--- config.mk ---
export PLATFORM = sky130hd
export DESIGN_NAME = asd_diag
export DESIGN_NICKNAME = d
export VERILOG_FILES = /design/src/verilog/asd_pkg.sv /design/src/verilog/asd_diag.sv
export SDC_FILE = /design/constraint.sdc
export NUM_CORES = 1
export LEC_CHECK = 0
export BUFFER_PORTS_ARGS = -buffer_cell sky130_fd_sc_hd__buf_4
export CAP_MARGIN = 15
export CELL_PAD_IN_SITES_DETAIL_PLACEMENT = 0
export CELL_PAD_IN_SITES_GLOBAL_PLACEMENT = 2
export CORE_UTILIZATION = 33
export DETAILED_ROUTE_END_ITERATION = 8
export HOLD_SLACK_MARGIN = 0.1
export PLACE_DENSITY_LB_ADDON = 0.1
export SYNTH_ARGS = -nofsm -noshare
export SYNTH_HDL_FRONTEND = slang
export SYNTH_SLANG_ARGS = --single-unit
export TNS_END_PERCENT = 1
--- constraint.sdc ---
create_clock -name sys_clk -period 3.8 [get_ports sys_clk]
set_clock_uncertainty 0.15 [all_clocks]
set_input_delay 0.19 -clock sys_clk [delete_from_list [all_inputs] [get_ports sys_clk]]
set_output_delay 0.19 -clock sys_clk [all_outputs]
set_load 0.01 [all_outputs]
--- src/verilog/asd_pkg.sv ---
package asd_pkg;

  // Output mode codes
  localparam logic [2:0] MODE_SER_STD  = 3'h0;
  localparam logic [2:0] MODE_SER_CMPL = 3'h1;
  localparam logic [2:0] MODE_AN_INV   = 3'h4;
  localparam logic [2:0] MODE_AN_HALF  = 3'h5;
  localparam logic [2:0] MODE_AN_CMP   = 3'h6;
  localparam logic [2:0] MODE_AN_OFF   = 3'h7;

  // Error codes in the two low angle bits
  localparam logic [1:0] ECODE_CRC    = 2'h1;
  localparam logic [1:0] ECODE_INPUT  = 2'h2;
  localparam logic [1:0] ECODE_TEMP   = 2'h3;

  // CRC-16 (HDLC, reflected polynomial 0x8408), init all ones
  localparam logic [15:0] CRC_POLY_REFL = 16'h8408;
  localparam logic [15:0] CRC_INIT      = 16'hffff;
  localparam logic [15:0] CRC_GOOD      = 16'hf0b8;

  // Reset values, sizes and watchdog keys
  localparam logic [2:0]  CNT_RESET     = 3'h0;
  localparam int          NUM_SRC       = 7;
  localparam logic [15:0] WDOG_LIMIT    = 16'h0fff;
  localparam logic [7:0]  MONO_LIMIT    = 8'h3f;
  localparam logic [7:0]  WD_KEY1       = 8'ha5;
  localparam logic [7:0]  WD_KEY2       = 8'h5a;

  // Error source indices
  localparam int SRC_OSC  = 0;
  localparam int SRC_CRC  = 1;
  localparam int SRC_WDOG = 2;
  localparam int SRC_IN   = 3;
  localparam int SRC_OUT  = 4;
  localparam int SRC_TWRN = 5;
  localparam int SRC_TSD  = 6;

  typedef struct packed {
    logic [1:0] inputDevSel;
    logic [1:0] readbackBoundSel;
    logic [2:0] outputModeSel;
    logic [2:0] errCount;
  } asd_ctrl_type;

  typedef struct packed {
    logic        errFlag;
    logic [12:0] angle;
    logic [6:0]  temp;
  } asd_word_type;

endpackage

--- src/verilog/asd_diag.sv ---
`timescale 1ns/10ps
module asd_diag
(
  input  wire logic                  sys_clk,
  input  wire logic                  nrst,
  input  wire asd_pkg::asd_ctrl_type ctrlWord,
  input  wire logic [12:0]           angle,
  input  wire logic [6:0]            temperature,
  input  wire logic [12:0]           thresholdAngle,
  input  wire logic [7:0]            lowerClampLevel,
  input  wire logic [7:0]            upperClampLevel,
  input  wire logic                  oscTick,
  input  wire logic                  wdFeedValid,
  input  wire logic [7:0]            wdFeedKey,
  input  wire logic                  tempWarn,
  input  wire logic                  tempShutdown,
  input  wire logic [11:0]           magExpected,
  input  wire logic [11:0]           magMeasured,
  input  wire logic                  sampleValid,
  input  wire logic [7:0]            readback1,
  input  wire logic [7:0]            readback2,
  input  wire logic                  readbackValid,
  input  wire logic                  crcByteValid,
  input  wire logic [7:0]            crcByte,
  input  wire logic                  crcBlockEnd,
  output logic                       analogMode,
  output logic                       out1Hiz,
  output logic                       out2Hiz,
  output logic [7:0]                 out1Level,
  output logic [7:0]                 out2Level,
  output asd_pkg::asd_word_type      serialWord,
  output logic                       serialHiz,
  output logic [6:0]                 errorStatus
);

  // Deviation limits per selector
  function automatic logic [11:0] inLimit(input logic [1:0] s);
    inLimit = 12'h020 << s;
  endfunction

  function automatic logic [7:0] outLimit(input logic [1:0] s);
    outLimit = 8'h04 << s;
  endfunction

  function automatic logic [15:0] crcStep(input logic [15:0] c, input logic [7:0] d);
    logic [15:0] r;
    r = c ^ {8'h00, d};
    for (int i = 0; i < 8; i++)
    begin
      r = r[0] ? ((r >> 1) ^ asd_pkg::CRC_POLY_REFL) : (r >> 1);
    end
    crcStep = r;
  endfunction

  logic [2:0]          mode;
  logic                isAnalog;
  localparam int       NUMS = asd_pkg::NUM_SRC;
  logic [NUMS-1:0]     detect;
  logic [2:0]          cnt_reg  [NUMS];
  logic [2:0]          cnt_next [NUMS];
  logic [NUMS-1:0]     active;
  logic [NUMS-1:0]     latched_reg;
  logic [NUMS-1:0]     latched_next;
  logic [NUMS-1:0]     latchable;
  logic [15:0]         crc_reg;
  logic [15:0]         crc_next;
  logic                crcBad_reg;
  logic                crcBad_next;
  logic [15:0]         wdog_reg;
  logic [15:0]         wdog_next;
  logic                wdArmed_reg;
  logic                wdArmed_next;
  logic [7:0]          mono_reg;
  logic [7:0]          mono_next;
  logic [11:0]         magDiff;
  logic [7:0]          exp1;
  logic [7:0]          exp2;
  logic [7:0]          d1;
  logic [7:0]          d2;
  logic [7:0]          lvl1;
  logic [7:0]          lvl2;
  logic                anHiz;
  logic                serHiz;
  logic                serFlag;
  logic [1:0]          ecode;
  logic [12:0]         angOut;
  asd_pkg::asd_word_type wordNext;

  assign mode     = ctrlWord.outputModeSel;
  assign isAnalog = mode[2];

  // CRC engine and watchdog, oscillator monostable
  always_comb
  begin
    crc_next     = crc_reg;
    crcBad_next  = crcBad_reg;
    wdog_next    = (wdog_reg == asd_pkg::WDOG_LIMIT) ? wdog_reg : wdog_reg + 16'h0001;
    wdArmed_next = wdArmed_reg;
    mono_next    = (mono_reg == asd_pkg::MONO_LIMIT) ? mono_reg : mono_reg + 8'h01;
    if (crcByteValid)
      crc_next = crcStep(crc_reg, crcByte);
    if (crcBlockEnd)
    begin
      crcBad_next = (crc_next != asd_pkg::CRC_GOOD);
      crc_next    = asd_pkg::CRC_INIT;
    end
    if (wdFeedValid)
    begin
      if (wdFeedKey == asd_pkg::WD_KEY1)
        wdArmed_next = 1'b1;
      else if (wdFeedKey == asd_pkg::WD_KEY2 && wdArmed_reg)
      begin
        wdArmed_next = 1'b0;
        wdog_next    = 16'h0000;
      end
      else
        wdArmed_next = 1'b0;
    end
    if (oscTick)
      mono_next = 8'h00;
  end

  always_ff @(posedge sys_clk or negedge nrst)
  begin
    if (!nrst)
    begin
      crc_reg     <= asd_pkg::CRC_INIT;
      crcBad_reg  <= 1'b0;
      wdog_reg    <= 16'h0000;
      wdArmed_reg <= 1'b0;
      mono_reg    <= 8'h00;
    end
    else
    begin
      crc_reg     <= crc_next;
      crcBad_reg  <= crcBad_next;
      wdog_reg    <= wdog_next;
      wdArmed_reg <= wdArmed_next;
      mono_reg    <= mono_next;
    end
  end

  // Raw detections
  always_comb
  begin
    magDiff = (magExpected > magMeasured) ? magExpected - magMeasured
                                          : magMeasured - magExpected;
    exp1 = out1Level;
    exp2 = out2Level;
    d1   = (readback1 > exp1) ? readback1 - exp1 : exp1 - readback1;
    d2   = (readback2 > exp2) ? readback2 - exp2 : exp2 - readback2;
    detect = '0;
    detect[asd_pkg::SRC_OSC]  = (mono_reg == asd_pkg::MONO_LIMIT);
    detect[asd_pkg::SRC_CRC]  = crcBad_reg;
    detect[asd_pkg::SRC_WDOG] = (wdog_reg == asd_pkg::WDOG_LIMIT);
    detect[asd_pkg::SRC_IN]   = sampleValid
                                && (magDiff > inLimit(ctrlWord.inputDevSel));
    detect[asd_pkg::SRC_OUT]  = isAnalog && readbackValid
                                && ((d1 > outLimit(ctrlWord.readbackBoundSel))
                                || (mode == asd_pkg::MODE_AN_INV
                                && d2 > outLimit(ctrlWord.readbackBoundSel)));
    detect[asd_pkg::SRC_TWRN] = tempWarn;
    detect[asd_pkg::SRC_TSD]  = tempShutdown;
    latchable = '0;
    latchable[asd_pkg::SRC_OSC]  = 1'b1;
    latchable[asd_pkg::SRC_CRC]  = isAnalog;
    latchable[asd_pkg::SRC_WDOG] = !isAnalog;
    latchable[asd_pkg::SRC_TSD]  = !isAnalog;
  end

  // Per-source occurrence counters
  genvar g;
  generate
    for (g = 0; g < NUMS; g++)
    begin : gSrc
      always_comb
      begin
        if (!detect[g])
          cnt_next[g] = asd_pkg::CNT_RESET;
        else if (cnt_reg[g] < ctrlWord.errCount)
          cnt_next[g] = cnt_reg[g] + 3'h1;
        else
          cnt_next[g] = ctrlWord.errCount;
        active[g]       = detect[g] && (cnt_reg[g] >= ctrlWord.errCount);
        latched_next[g] = latched_reg[g] || (active[g] && latchable[g]);
      end

      always_ff @(posedge sys_clk or negedge nrst)
      begin
        if (!nrst)
        begin
          cnt_reg[g]     <= asd_pkg::CNT_RESET;
          latched_reg[g] <= 1'b0;
        end
        else
        begin
          cnt_reg[g]     <= cnt_next[g];
          latched_reg[g] <= latched_next[g];
        end
      end
    end
  endgenerate

  // Output decisions
  always_comb
  begin
    anHiz = (|latched_reg) || active[asd_pkg::SRC_OSC] || active[asd_pkg::SRC_CRC]
            || active[asd_pkg::SRC_WDOG] || active[asd_pkg::SRC_IN]
            || active[asd_pkg::SRC_OUT] || active[asd_pkg::SRC_TSD];
    serHiz = (|latched_reg) || active[asd_pkg::SRC_OSC] || active[asd_pkg::SRC_WDOG]
             || active[asd_pkg::SRC_TSD];
    serFlag = active[asd_pkg::SRC_CRC] || active[asd_pkg::SRC_IN]
              || active[asd_pkg::SRC_TWRN];
    if (active[asd_pkg::SRC_CRC])
      ecode = asd_pkg::ECODE_CRC;
    else if (active[asd_pkg::SRC_IN])
      ecode = asd_pkg::ECODE_INPUT;
    else
      ecode = asd_pkg::ECODE_TEMP;
    angOut = (mode == asd_pkg::MODE_SER_CMPL) ? ~angle : angle;
    wordNext.errFlag = serFlag;
    wordNext.angle   = serFlag ? {angOut[12:2], ecode} : angOut;
    wordNext.temp    = (mode == asd_pkg::MODE_SER_CMPL) ? ~temperature : temperature;
    lvl1 = 8'(lowerClampLevel
           + 8'((16'(upperClampLevel - lowerClampLevel) * 16'(angle[12:5])) >> 8));
    case (mode)
      asd_pkg::MODE_AN_INV:  lvl2 = 8'(upperClampLevel + lowerClampLevel - lvl1);
      asd_pkg::MODE_AN_HALF: lvl2 = {1'b0, lvl1[7:1]};
      asd_pkg::MODE_AN_CMP:  lvl2 = (angle > thresholdAngle) ? upperClampLevel
                                                             : lowerClampLevel;
      default:               lvl2 = 8'h00;
    endcase
  end

  always_ff @(posedge sys_clk or negedge nrst)
  begin
    if (!nrst)
    begin
      analogMode  <= 1'b0;
      out1Hiz     <= 1'b1;
      out2Hiz     <= 1'b1;
      out1Level   <= 8'h00;
      out2Level   <= 8'h00;
      serialWord  <= '0;
      serialHiz   <= 1'b1;
      errorStatus <= '0;
    end
    else
    begin
      analogMode  <= isAnalog;
      out1Hiz     <= isAnalog ? anHiz : 1'b1;
      out2Hiz     <= isAnalog ? (anHiz || mode == asd_pkg::MODE_AN_OFF) : 1'b1;
      out1Level   <= lvl1;
      out2Level   <= lvl2;
      serialWord  <= wordNext;
      serialHiz   <= isAnalog ? 1'b1 : serHiz;
      errorStatus <= active | latched_reg;
    end
  end

  AST_OSC_LATCH: assert property (@(posedge sys_clk) disable iff (!nrst)
    latched_reg[asd_pkg::SRC_OSC] |=> ##1 (out1Hiz && serialHiz))
    else $error("oscillator latch did not tri-state");
  AST_WARN_ANALOG: assert property (@(posedge sys_clk) disable iff (!nrst)
    (isAnalog && detect == 7'h20 && latched_reg == '0) |=> !out1Hiz)
    else $error("warning affected analog output");
  AST_FLAG_CODE: assert property (@(posedge sys_clk) disable iff (!nrst)
    (active[asd_pkg::SRC_CRC] && !isAnalog) |=> (serialWord.errFlag
      && serialWord.angle[1:0] == asd_pkg::ECODE_CRC))
    else $error("crc flag or code missing");
  AST_LATCH_STICKY: assert property (@(posedge sys_clk) disable iff (!nrst)
    latched_reg[asd_pkg::SRC_OSC] |=> latched_reg[asd_pkg::SRC_OSC])
    else $error("latched error cleared");
  AST_WDOG_FEED: assert property (@(posedge sys_clk) disable iff (!nrst)
    (wdFeedValid && wdFeedKey == asd_pkg::WD_KEY2 && wdArmed_reg) |=> wdog_reg == 16'h0000)
    else $error("watchdog not reloaded");
  AST_CNT_SAT: assert property (@(posedge sys_clk) disable iff (!nrst)
    cnt_reg[asd_pkg::SRC_IN] <= ctrlWord.errCount || $changed(ctrlWord))
    else $error("counter passed threshold");
  AST_HIZ_MODE4: assert property (@(posedge sys_clk) disable iff (!nrst)
    (mode == asd_pkg::MODE_AN_OFF) [*2] |-> out2Hiz)
    else $error("second output driven in mode four");
  AST_CMPL: assert property (@(posedge sys_clk) disable iff (!nrst)
    (mode == asd_pkg::MODE_SER_CMPL && !serFlag) |=> serialWord.angle == ~$past(angle))
    else $error("complement wrong");

endmodule

**Word-level counts from Yosys, hierarchy flattened**

Index checks and enable logic that the tools add are counted.

- Add/sub/neg operators: 19
- $mul: 1
- Div/mod/pow operators: 0
- $lt $le $gt $ge: 21
- Equality and inequality tests: 11
- Shift-type cells: 2
- Mux-type cells: 44
- Bitwise logic cells: 12
- Reductions and logical operators: 33

Operator list:

| kind | count |
|---|---|
| 16-bit two-way mux | 14 |
| 3-bit two-way mux | 14 |
| 8-bit two-way mux | 5 |
| 8-bit subtractor | 5 |
| 8-bit > comparator | 4 |
| 12-bit > comparator | 2 |
| 2-bit NOT with 3-bit output | 8 |
| 8-bit one-hot mux with 3 select lines | 1 |
| 12-bit subtractor | 2 |
| 3-bit by 1-bit adder with 3-bit output, second input constant | 7 |
| 3-bit >= comparator | 7 |
| 3-bit < comparator | 7 |
| 16-bit by 1-bit adder with 16-bit output, second input constant | 1 |
| 8-bit adder | 2 |
| 16-bit by 12-bit == test with 1-bit output, second input constant | 1 |
| 1-bit logical OR | 16 |
| 9-bit by 9-bit multiplier with 16-bit output | 1 |
| 16-bit != test, second input constant | 1 |
| 16-bit by 8-bit XOR with 16-bit output | 1 |
| 1-bit logical AND | 15 |
| 13-bit > comparator | 1 |
| 13-bit two-way mux | 1 |
| 13-bit NOT | 1 |
| 3-bit == test, second input constant | 4 |
| 17 further kinds | 22 |

- Bits in registers: 115
- Bits in latches: 0
- RAM bits: 0
- Memory bits (read-only): 0
- Input bits: 125
- Output and inout bits: 48
- Logic and storage cells: 169
- Memories: 0

**Depth between registers and ports, before layout**

Gate-level depths: netlist (run 1).

- Word-level depth: 19
- Mapped depth: 40
- Mapped depth without buffers: 40

**Worst setup path after synthesis (run 1)**

No wires, ideal clock.

- Kind: input-to-reg
- Start: input lowerClampLevel[1]
- End: register out2Level[7]
- Library setup time: 0.101 ns
- Data arrival time: 7.557 ns
- Required time: 3.549 ns
- Path slack: -4.007 ns
- Stages on the path: 40
- Path buffers: 0
- Cells stage by stage: inv_1 > ha_1 > nor2b_1 > o21ai_0 > a21boi_0 > o21ai_0 > nand2b_1 > a21o_1 > a21oi_1 > xnor2_1 > nand2_1 > fa_1 > inv_1 > fa_1 > inv_1 > fa_1 > inv_1 > fa_1 > [4 not listed] > nor2_1 > inv_1 > fa_1 > nor2b_1 > o21ai_0 > nand2b_1 > xor2_1 > inv_1 > fa_1 > ha_1 > nand2_1 > o21ai_0 > o21ai_0 > nand2b_1 > a21oi_1 > xnor2_1 > xnor2_1 > o32ai_1

- Longest elaborated chain between the ends: 5
- Elaborated cells between the ends (all ways): 6
- Those cells by class: 4 x add/sub; 1 x mul; 1 x mux

RTL lines:

| what | line | text |
|---|---|---|
| start: declaration | asd_diag.sv:10 | `input wire logic [7:0] lowerClampLevel,` |
| 8-bit by 8-bit subtractor with 9-bit output | asd_diag.sv:225 | `+ 8'((16'(upperClampLevel - lowerClampLevel) * 16'(angle[12:5])) >> 8));` |
| 9-bit by 9-bit multiplier with 16-bit output | asd_diag.sv:225 |  |
| 8-bit adder * | asd_diag.sv:225 |  |
| named net lvl1[4] | asd_diag.sv:80 | `logic [7:0] lvl1;` |
| 8-bit subtractor * | asd_diag.sv:227 | `asd_pkg::MODE_AN_INV: lvl2 = 8'(upperClampLevel + lowerClampLevel - lvl1);` |
| 8-bit one-hot mux with 3 select lines * | asd_diag.sv:226 | `case (mode)` |
| named net lvl2[7] | asd_diag.sv:81 | `logic [7:0] lvl2;` |
| end signal: assignment | asd_diag.sv:254 | `out2Level <= lvl2;` |
| end: declaration | asd_diag.sv:30 | `output logic [7:0] out2Level,` |

The timed path passes the listed nets; every way through them passes the cells marked *.
A chain may end at the register's enable or synchronous reset.

**Final worst setup path (run 1)**

- Start: input upperClampLevel[0]
- End: register out2Level[7]

- Longest elaborated chain between the ends: 5
- Elaborated cells between the ends (all ways): 6
- Those cells by class: 4 x add/sub; 1 x mul; 1 x mux

RTL lines:

| what | line | text |
|---|---|---|
| start: declaration | asd_diag.sv:11 | `input wire logic [7:0] upperClampLevel,` |
| 8-bit by 8-bit subtractor with 9-bit output | asd_diag.sv:225 |  |
| 9-bit by 9-bit multiplier with 16-bit output | asd_diag.sv:225 |  |
| 8-bit adder | asd_diag.sv:225 |  |
| named net lvl1[4] | asd_diag.sv:80 |  |
| 8-bit subtractor | asd_diag.sv:227 |  |
| 8-bit one-hot mux with 3 select lines | asd_diag.sv:226 |  |
| named net lvl2[7] | asd_diag.sv:81 |  |

The timed path passes the listed nets, and every way through them passes these cells.

==> results of run 1 <==
==> worst max path at each step <==
stage,start,endpoint,slack [ps],depth (start not counted)
floorplan,lowerClampLevel[1],out2Level[6],-3590,37
global placement,lowerClampLevel[1],out2Level[7],-4010,41
detailed placement,upperClampLevel[0],out2Level[7],-4090,39
CTS,lowerClampLevel[1],out2Level[7],-3480,41
global route,lowerClampLevel[1],out2Level[7],-3930,41
finish,upperClampLevel[0],out2Level[7],-3510,39
==> timing repair <==
| item | CTS | global route |
|---|---|---|
| cloned | 0 | 0 |
| pin swaps | 24 | 13 |
| gates resized for setup | 45 | 18 |
| setup buffers | 5 | 2 |
| endpoints found under the hold margin | 140 | 0 |
| setup endpoints to repair | 29 | 29 |
| hold buffers | 44 | 0 |
==> stage by stage <==
stage | utilization | TNS [ps] | std cells
final | 0.468 | -41490 | 2286
after global routing | 0.468 | -49650 | 2286
after global placement | 0.430 | -54700 | 2203
after CTS | 0.465 | -40670 | 2284
after detailed placement | 0.430 | -55800 | 2203
after floorplan | - | -43090 | 1376
==> worst min-delay path: stages <==
cell     delay (ps)
buf_4           100
buf_4           110
mux2i_1          80
o22ai_1         160
==> metal layers <==
layer	up-vias	routed length, um
li1	5491	-
met1	5055	16900
met2	186	15700
met3	34	1470
met4	2	381
met5	-	17
==> logic make-up (layout without fill, tap and decap cells) <==
kind of cell,after synthesis,count (layout)
AND/OR/NAND/NOR,378,378
multiplexers,36,36
flip-flops,114,114
adder cells (fa/ha/maj),228,228
AO/OA/AOI/OAI,264,264
buffers and inverters,232,674
XOR/XNOR,124,124
==> layout by cell type (no fill, tap or decap), drive strengths merged, types with 14 or more instances in the layout <==
cell / Yosys / final
clkbuf: 28 / 18
dlygate4sd3: 0 / 44
inv: 189 / 195
o21ai: 52 / 52
and2: 28 / 28
ha: 160 / 160
a21o: 17 / 17
nand2b: 33 / 33
nand4: 14 / 14
fa: 68 / 68
nor2: 94 / 94
nand3: 30 / 30
xor2: 68 / 68
mux2i: 28 / 28
a21oi: 87 / 87
nor2b: 32 / 32
dfstp: 19 / 19
buf: 14 / 408
dfrtp: 95 / 95
nand2: 81 / 81
xnor2: 56 / 56
==> final cells by class <==
cell class                 instances  area, um^2  area share
multi-input combinational       1030        8850       0.517
timing repair buffer             452        3530       0.206
sequential                       114        2880       0.168
inverter                         190         713      0.0417
tap                              468         586      0.0342
clock buffer                      18         439      0.0257
clock inverter                    14         121     0.00709
==> results.ini, run 1 <==
[logic_synthesis]
synth.most_common_cell = inv_1
synth_mux_area_frac = 0.0302
synth_ff_type = dfrtp_1
synth_compound_area_frac = 0.141
ys_seq_area_frac = 0.235
async_flop_share = 1.00
synthAdderAreaFrac = 0.274
synth_fp_nets = 1729
synth_top_family_by_area = adder cells
synthTopCellsByArea = dfrtp_1 19%, ha_1 16%, fa_1 11%
synth.largest_area_cell = dfrtp_1
synth-xor-area-share = 0.0886
syn_area_per_cell_um2 = 8.91
ys_types = 75
yosys.area.top_type_share = 0.194
syn_area_um2 = 12300
synthesis.instances = 1376
synth_top_cells_by_count = 188 x inv_1, 160 x ha_1, 95 x dfrtp_1
synthSimpleGateAreaFrac = 0.158
ys_warn_count = 0
synth_edf_count = 0
synth_seq_cells = 114

[cells_and_area]
final_area_um2 = 17100
layout-drive-gt1-share = 0.306
diodes = 0
fillCellCount = 3609
area_growth_pct = 39.6
final_nets = 2158

[global_routing]
grt_pass1_wl_um = 57300
met3_usage = 0.0396
grt_max_degree = 61
overflow = 0
grt_antenna_before_repair = 1
track_usage = 0.190
grtUsageMet2 = 0.307
grt_pass1_vias = 11200
grt_use_met1 = 0.260
busiest_layer = met2

[setup_path]
startpoint_type = input pin
setup.worst_path.end_class = flop
slowest_delay_ps = 520
rr_worst_depth = 17
path_class = in -> reg
crit_buf_inv = 6
cp_max_fo = 4
worstReg2RegEnd = cnt_reg[8]
r2r_start = out2Level[0]
cp_data_arrival_time_ps = 7480
cpMaxStageDelayCell = fa_1
r2r_slack_ps = -260
cp.required_ps = 3970
path_delay_family = adder cells

[status]
violations = negative setup slack
status = finished with violations

[cts]
path_clk_slew_ps = 60
htreeDepth = 4
clockBufferDepth = 2
clkLatencyLatePin_ps = 430
cts.sinks = 114
cts_made_buffers = 17
cts_tree = built
cts_root_buf = clkbuf_16

[detailed_routing]
drtPass1Iterations = 4
drc_errors = 0
vias_per_cell = 4.71
routed_wl_um = 34500
drt_iter0_markers = 363
routedWlPerCell_um = 15.1
drtAntennaViolNets = 0
routed-via-count = 10800

[floorplanning]
dieHeight_um = 195
die_w_um = 195
die-area_um2 = 37900
num_rows = 70
coreArea_um2 = 36600
start_util = 0.335
ios = 173

[sta]
worstMarginPinSlew_ps = 979
finalCritPeriodShare = 1.92
slew_headroom = 0.344
fmax_mhz = 137
worst_slack_ps = -3510
period_minus_slack_ps = 7310
setup_viol = 28
worst_hold_slack_ps = 120
rsz0062_at_grt = true
hold_violations = 0
drv_slew = 0

[flow_run]
maxCapViolCount = 0

[worst_hold_path]
min_path_type = in -> reg
hold_depth = 4
worstHoldEndpoint = out2Level[3]
worstHoldStart = upperClampLevel[3]

[place]
gp_congestion = 0.839
port_buffers = 172
placedInstanceArea_um2 = 15800
dp_hpwl_um = 28300
pre_cts_ws_ps = -4090

Power of run 1 is left out: the tool's default activity adds up to more than one toggle a clock period on the data nets, which glitch-free logic cannot reach.
==> run 2, diff against run 1 <==
--- a/config.mk
+++ b/config.mk
@@ -9,6 +9,7 @@
 export CAP_MARGIN = 15
 export CELL_PAD_IN_SITES_DETAIL_PLACEMENT = 0
 export CELL_PAD_IN_SITES_GLOBAL_PLACEMENT = 2
+export CORE_ASPECT_RATIO = 0.6
 export CORE_UTILIZATION = 33
 export DETAILED_ROUTE_END_ITERATION = 8
 export HOLD_SLACK_MARGIN = 0.1
==> results.ini, run 2 (synthesis results as in run 1) <==
[status]
status = finished with violations
violations = negative setup slack

[sta]
rsz0062_at_grt = true
tns_ps = -43220
setup_viol = 22
worst_slack_ps = -3570
finalCritPeriodShare = 1.94
fmax_mhz = 136
drv_slew = 0
worst_hold_slack_ps = 123
period_minus_slack_ps = 7370
slew_headroom = 0.437
worstMarginPinSlew_ps = 844
hold_violations = 0

[global_routing]
grt_max_degree = 60
grt_pass1_wl_um = 59100
grt_pass1_vias = 10700
track_usage = 0.202
overflow = 0
grt_antenna_before_repair = 0

[setup_path]
r2r_slack_ps = -590
cp.required_ps = 3980
cp_data_arrival_time_ps = 7550
startpoint_type = input pin
slowest_delay_ps = 570
path_class = in -> reg
rr_worst_depth = 22
r2r_start = out2Level[0]
worstReg2RegEnd = out2Hiz
cp_max_fo = 4
setup.worst_path.end_class = flop
cpMostUsedCell = fa_1
cpMaxStageDelayCell = fa_1

[worst_hold_path]
worstHoldStart = ctrlWord[2]
worstHoldEndpoint = cnt_reg[14]
min_path_type = in -> reg
hold_depth = 4

[floorplanning]
die_w_um = 251
num_rows = 54
die-area_um2 = 38000
start_util = 0.336
dieHeight_um = 151
ios = 173
coreArea_um2 = 36500

[cts]
htreeDepth = 4
cts_made_buffers = 17
clkLatencyLatePin_ps = 440
cts_root_buf = clkbuf_16
cts_tree = built
cts.sinks = 114
path_clk_slew_ps = 60
clockBufferDepth = 2

[place]
dp.cells = 2212
gp_congestion = 0.878
dp_hpwl_um = 30600
port_buffers = 172
pre_cts_ws_ps = -4200

[flow_run]
maxCapViolCount = 0

[cells_and_area]
layout_common_cells = 409 x buf_4, 179 x inv_1, 145 x ha_1
layout-drive-gt1-share = 0.315
layout_commonest_cell = buf_4
final_nets = 2166
instances_no_fill = 2302
area_growth_pct = 41.5
diodes = 0

[detailed_routing]
drc_errors = 0
routedWlPerCell_um = 16.2
drtAntennaViolNets = 0
vias_per_cell = 4.72
drt_iter0_markers = 551
drtPass1Iterations = 5
routed_wl_um = 37400
routed-via-count = 10900

[run 2: what timing repair did]
action,4_1_cts,5_1_grt
gates resized for setup,43,45
hold buffers,44,0
hold endpoints to repair,135,0
pin swaps,35,41
endpoints found under the setup margin,29,29
setup buffers,10,4
[run 2: critical path: cells and delay by family]
kind | cells | cell delay [ps]
and+or+nand+nor | 8 | 700
xor gates and xnor gates | 5 | 690
buffers and inverters | 8 | 770
AOI/OAI and AO/OA | 10 | 1430
adders and majority gates | 9 | 3790
[run 2: worst max path at each step]
stage,depth (start not counted),startpoint,end
3_3_place_gp,41,lowerClampLevel[1],out2Level[7]
3_5_place_dp,39,upperClampLevel[0],out2Level[7]
5_1_grt,41,lowerClampLevel[0],out2Level[7]
2_1_floorplan,37,lowerClampLevel[1],out2Level[6]
6_report,40,lowerClampLevel[1],out2Level[7]
4_1_cts,41,lowerClampLevel[1],out2Level[7]
[run 2: routing by layer]
metal,vias up,GRT usage,share of wire
met5,-,0,0
met4,0,0.0366,0.0074
met3,17,0.0330,0.035
met2,197,0.279,0.39
met1,5140,0.323,0.56
li1,5511,-,-
[run 2: metrics by stage]
step	area, um^2	util
after floorplan	12300	-
after detailed placement	15800	0.432
after global routing	17400	0.476
after global placement	15800	0.432
final	17400	0.476
after CTS	17100	0.469
[run 2: layout make-up]
type                            count  area, um^2
Fill cell                        3573       19100
Multi-Input combinational cell   1030        8950
Timing Repair Buffer              460        3600
Sequential cell                   114        2880
Inverter                          190         716
Tap cell                          476         596
Clock buffer                       18         429
Clock inverter                     14         178
Power of run 2 is left out for the same reason.
==> run 3, diff against run 2 <==
--- a/config.mk
+++ b/config.mk
@@ -5,12 +5,12 @@
 export SDC_FILE = /design/constraint.sdc
 export NUM_CORES = 1
 export LEC_CHECK = 0
+export ABC_AREA = 1
 export BUFFER_PORTS_ARGS = -buffer_cell sky130_fd_sc_hd__buf_4
-export CAP_MARGIN = 15
 export CELL_PAD_IN_SITES_DETAIL_PLACEMENT = 0
 export CELL_PAD_IN_SITES_GLOBAL_PLACEMENT = 2
 export CORE_ASPECT_RATIO = 0.6
-export CORE_UTILIZATION = 33
+export CORE_UTILIZATION = 31
 export DETAILED_ROUTE_END_ITERATION = 8
 export HOLD_SLACK_MARGIN = 0.1
 export PLACE_DENSITY_LB_ADDON = 0.1
==> results.ini, run 3 <==
[logic_synthesis]
synth_seq_cells = 114
syn_area_um2 = 12400
synth_top_cells_by_count = 331 x inv_1, 330 x nand2_1, 160 x ha_1
synthesis.instances = 1629
synthTopCellsByArea = dfrtp_1 19%, ha_1 16%, fa_1 11%
synth_top_family_by_area = adder cells
synthSimpleGateAreaFrac = 0.210
synth.most_common_cell = inv_1
async_flop_share = 1.00
synth_edf_count = 0
syn_area_per_cell_um2 = 7.62
ys_seq_area_frac = 0.232
synth_fp_nets = 1982
synth-xor-area-share = 0.0628
synth.largest_area_cell = dfrtp_1
synth_compound_area_frac = 0.111
ys_types = 53
yosys.area.top_type_share = 0.191
ys_warn_count = 0
synth_ff_type = dfrtp_1
synthAdderAreaFrac = 0.271
synth_mux_area_frac = 0.00484

[cells_and_area]
layout_common_cells = 396 x buf_4, 317 x inv_1, 310 x nand2_1
layout-drive-gt1-share = 0.286
final_nets = 2434
area_growth_pct = 41.1
layout_commonest_cell = buf_4
fillCellCount = 4071

[worst_hold_path]
hold_depth = 4
worstHoldStart = upperClampLevel[0]
worstHoldEndpoint = out2Level[0]
min_path_type = in -> reg

[cts]
clockBufferDepth = 2
clkLatencyLatePin_ps = 440
cts_made_buffers = 17
cts_root_buf = clkbuf_16
cts_tree = built
cts.sinks = 114
htreeDepth = 4
path_clk_slew_ps = 60

[sta]
period_minus_slack_ps = 7240
slew_headroom = 0.413
hold_violations = 0
finalCritPeriodShare = 1.91
setup_viol = 22
drv_slew = 0
worst_slack_ps = -3440
rsz0062_at_grt = true
fmax_mhz = 138
worstMarginPinSlew_ps = 880

[setup_path]
setup.worst_path.end_class = flop
slowest_delay_ps = 530
path_class = in -> reg
rr_worst_depth = 23
worstReg2RegEnd = out2Hiz
cp_data_arrival_time_ps = 7390
cp.required_ps = 3950
r2r_start = out1Level[0]
startpoint_type = input pin
cpMaxStageDelayCell = fa_1
cp_max_fo = 3
r2r_slack_ps = -40

[place]
dp_hpwl_um = 32000
pre_cts_ws_ps = -4150
port_buffers = 172
gp_congestion = 0.818

[global_routing]
track_usage = 0.187
grt_pass1_wl_um = 60000
grt_pass1_vias = 11200
grt_max_degree = 66
grt_antenna_before_repair = 0
overflow = 0

[detailed_routing]
vias_per_cell = 4.42
drtPass1Iterations = 5
drc_errors = 0
routed_wl_um = 37600
routedWlPerCell_um = 14.4
drtAntennaViolNets = 0
routed-via-count = 11600
drt_iter0_markers = 596

[floorplanning]
ios = 173
die_w_um = 260
die-area_um2 = 40900
start_util = 0.316
num_rows = 56
dieHeight_um = 157
coreArea_um2 = 39200

[flow_run]
maxCapViolCount = 0

[status]
violations = negative setup slack
status = finished with violations

run 3: cell types whose count changed after synthesis, sizes merged, moves of 17 or more:
cell | before | now
xnor2 | 56 | 38
nand3 | 30 | 65
nor2b | 32 | 0
clkbuf | 28 | 6
mux2i | 28 | 6
inv | 189 | 340
nand2b | 33 | 0
xor2 | 68 | 51
and2 | 28 | 3
nand2 | 81 | 339
nor2 | 94 | 129
o21ai | 52 | 77
run 3: worst max path at each step:
stage          depth (start not counted)  slack, ps      endpoint          startpoint
2_1_floorplan                         46      -3400  out2Level[7]  lowerClampLevel[2]
3_3_place_gp                          47      -4030  out2Level[7]  lowerClampLevel[2]
3_5_place_dp                          48      -4150  out2Level[7]  lowerClampLevel[2]
4_1_cts                               51      -3460  out2Level[7]  lowerClampLevel[2]
5_1_grt                               48      -3830  out2Level[7]  lowerClampLevel[2]
6_report                              46      -3440  out2Level[7]  lowerClampLevel[2]
run 3: kinds of logic after synthesis:
| family | count (synthesis) |
|---|---|
| compound gates | 240 |
| xor+xnor | 89 |
| fa+ha+maj | 228 |
| buf+inv | 355 |
| flops | 114 |
| mux | 6 |
| simple gates | 597 |
run 3: routing by layer:
layer  vias up  part of all wire  global-route usage
li1       6059                 -                   -
met1      5309              0.56               0.300
met2       173              0.40               0.259
met3        15             0.039              0.0298
met4         0            0.0057              0.0301
met5         -                 0                   0
run 3: what timing repair did:
item	CTS	global route
endpoints found under the setup margin	22	23
cloned	0	0
endpoints found under the hold margin	141	0
gates resized for setup	37	31
pin swaps	39	32
hold buffers	43	0
setup buffers	7	5
run 3: worst max-delay path, delay by kind of cell:
kind	cells	cell delay (ps)
fa+ha+maj	9	3510
simple gates	16	1290
xor+xnor	3	530
compound gates	10	1360
buf+inv	8	510
run 3: through the flow:
step | cells | TNS, ps | instance area [um^2] | util | hold WS, ps
4_1_cts | 2611 | -39560 | 17300 | 0.442 | 101
3_3_place_gp | 2529 | -49610 | 16100 | 0.411 | 226
3_5_place_dp | 2529 | -51210 | 16100 | 0.411 | 228
5_1_grt | 2616 | -46380 | 17500 | 0.446 | 124
6_report | 2617 | -38610 | 17500 | 0.446 | 104
2_1_floorplan | 1629 | -36420 | 12600 | - | -256
run 3: final cells by class:
class	instances	area, um^2	share of cell area
multi-input combinational	1160	8560	0.489
timing repair buffer	446	3500	0.200
sequential	114	2880	0.164
inverter	342	1290	0.0737
tap	522	653	0.0373
clock buffer	19	453	0.0259
clock inverter	13	171	0.00979
antenna	1	2.50	0.000143
Power of run 3 is left out for the same reason.
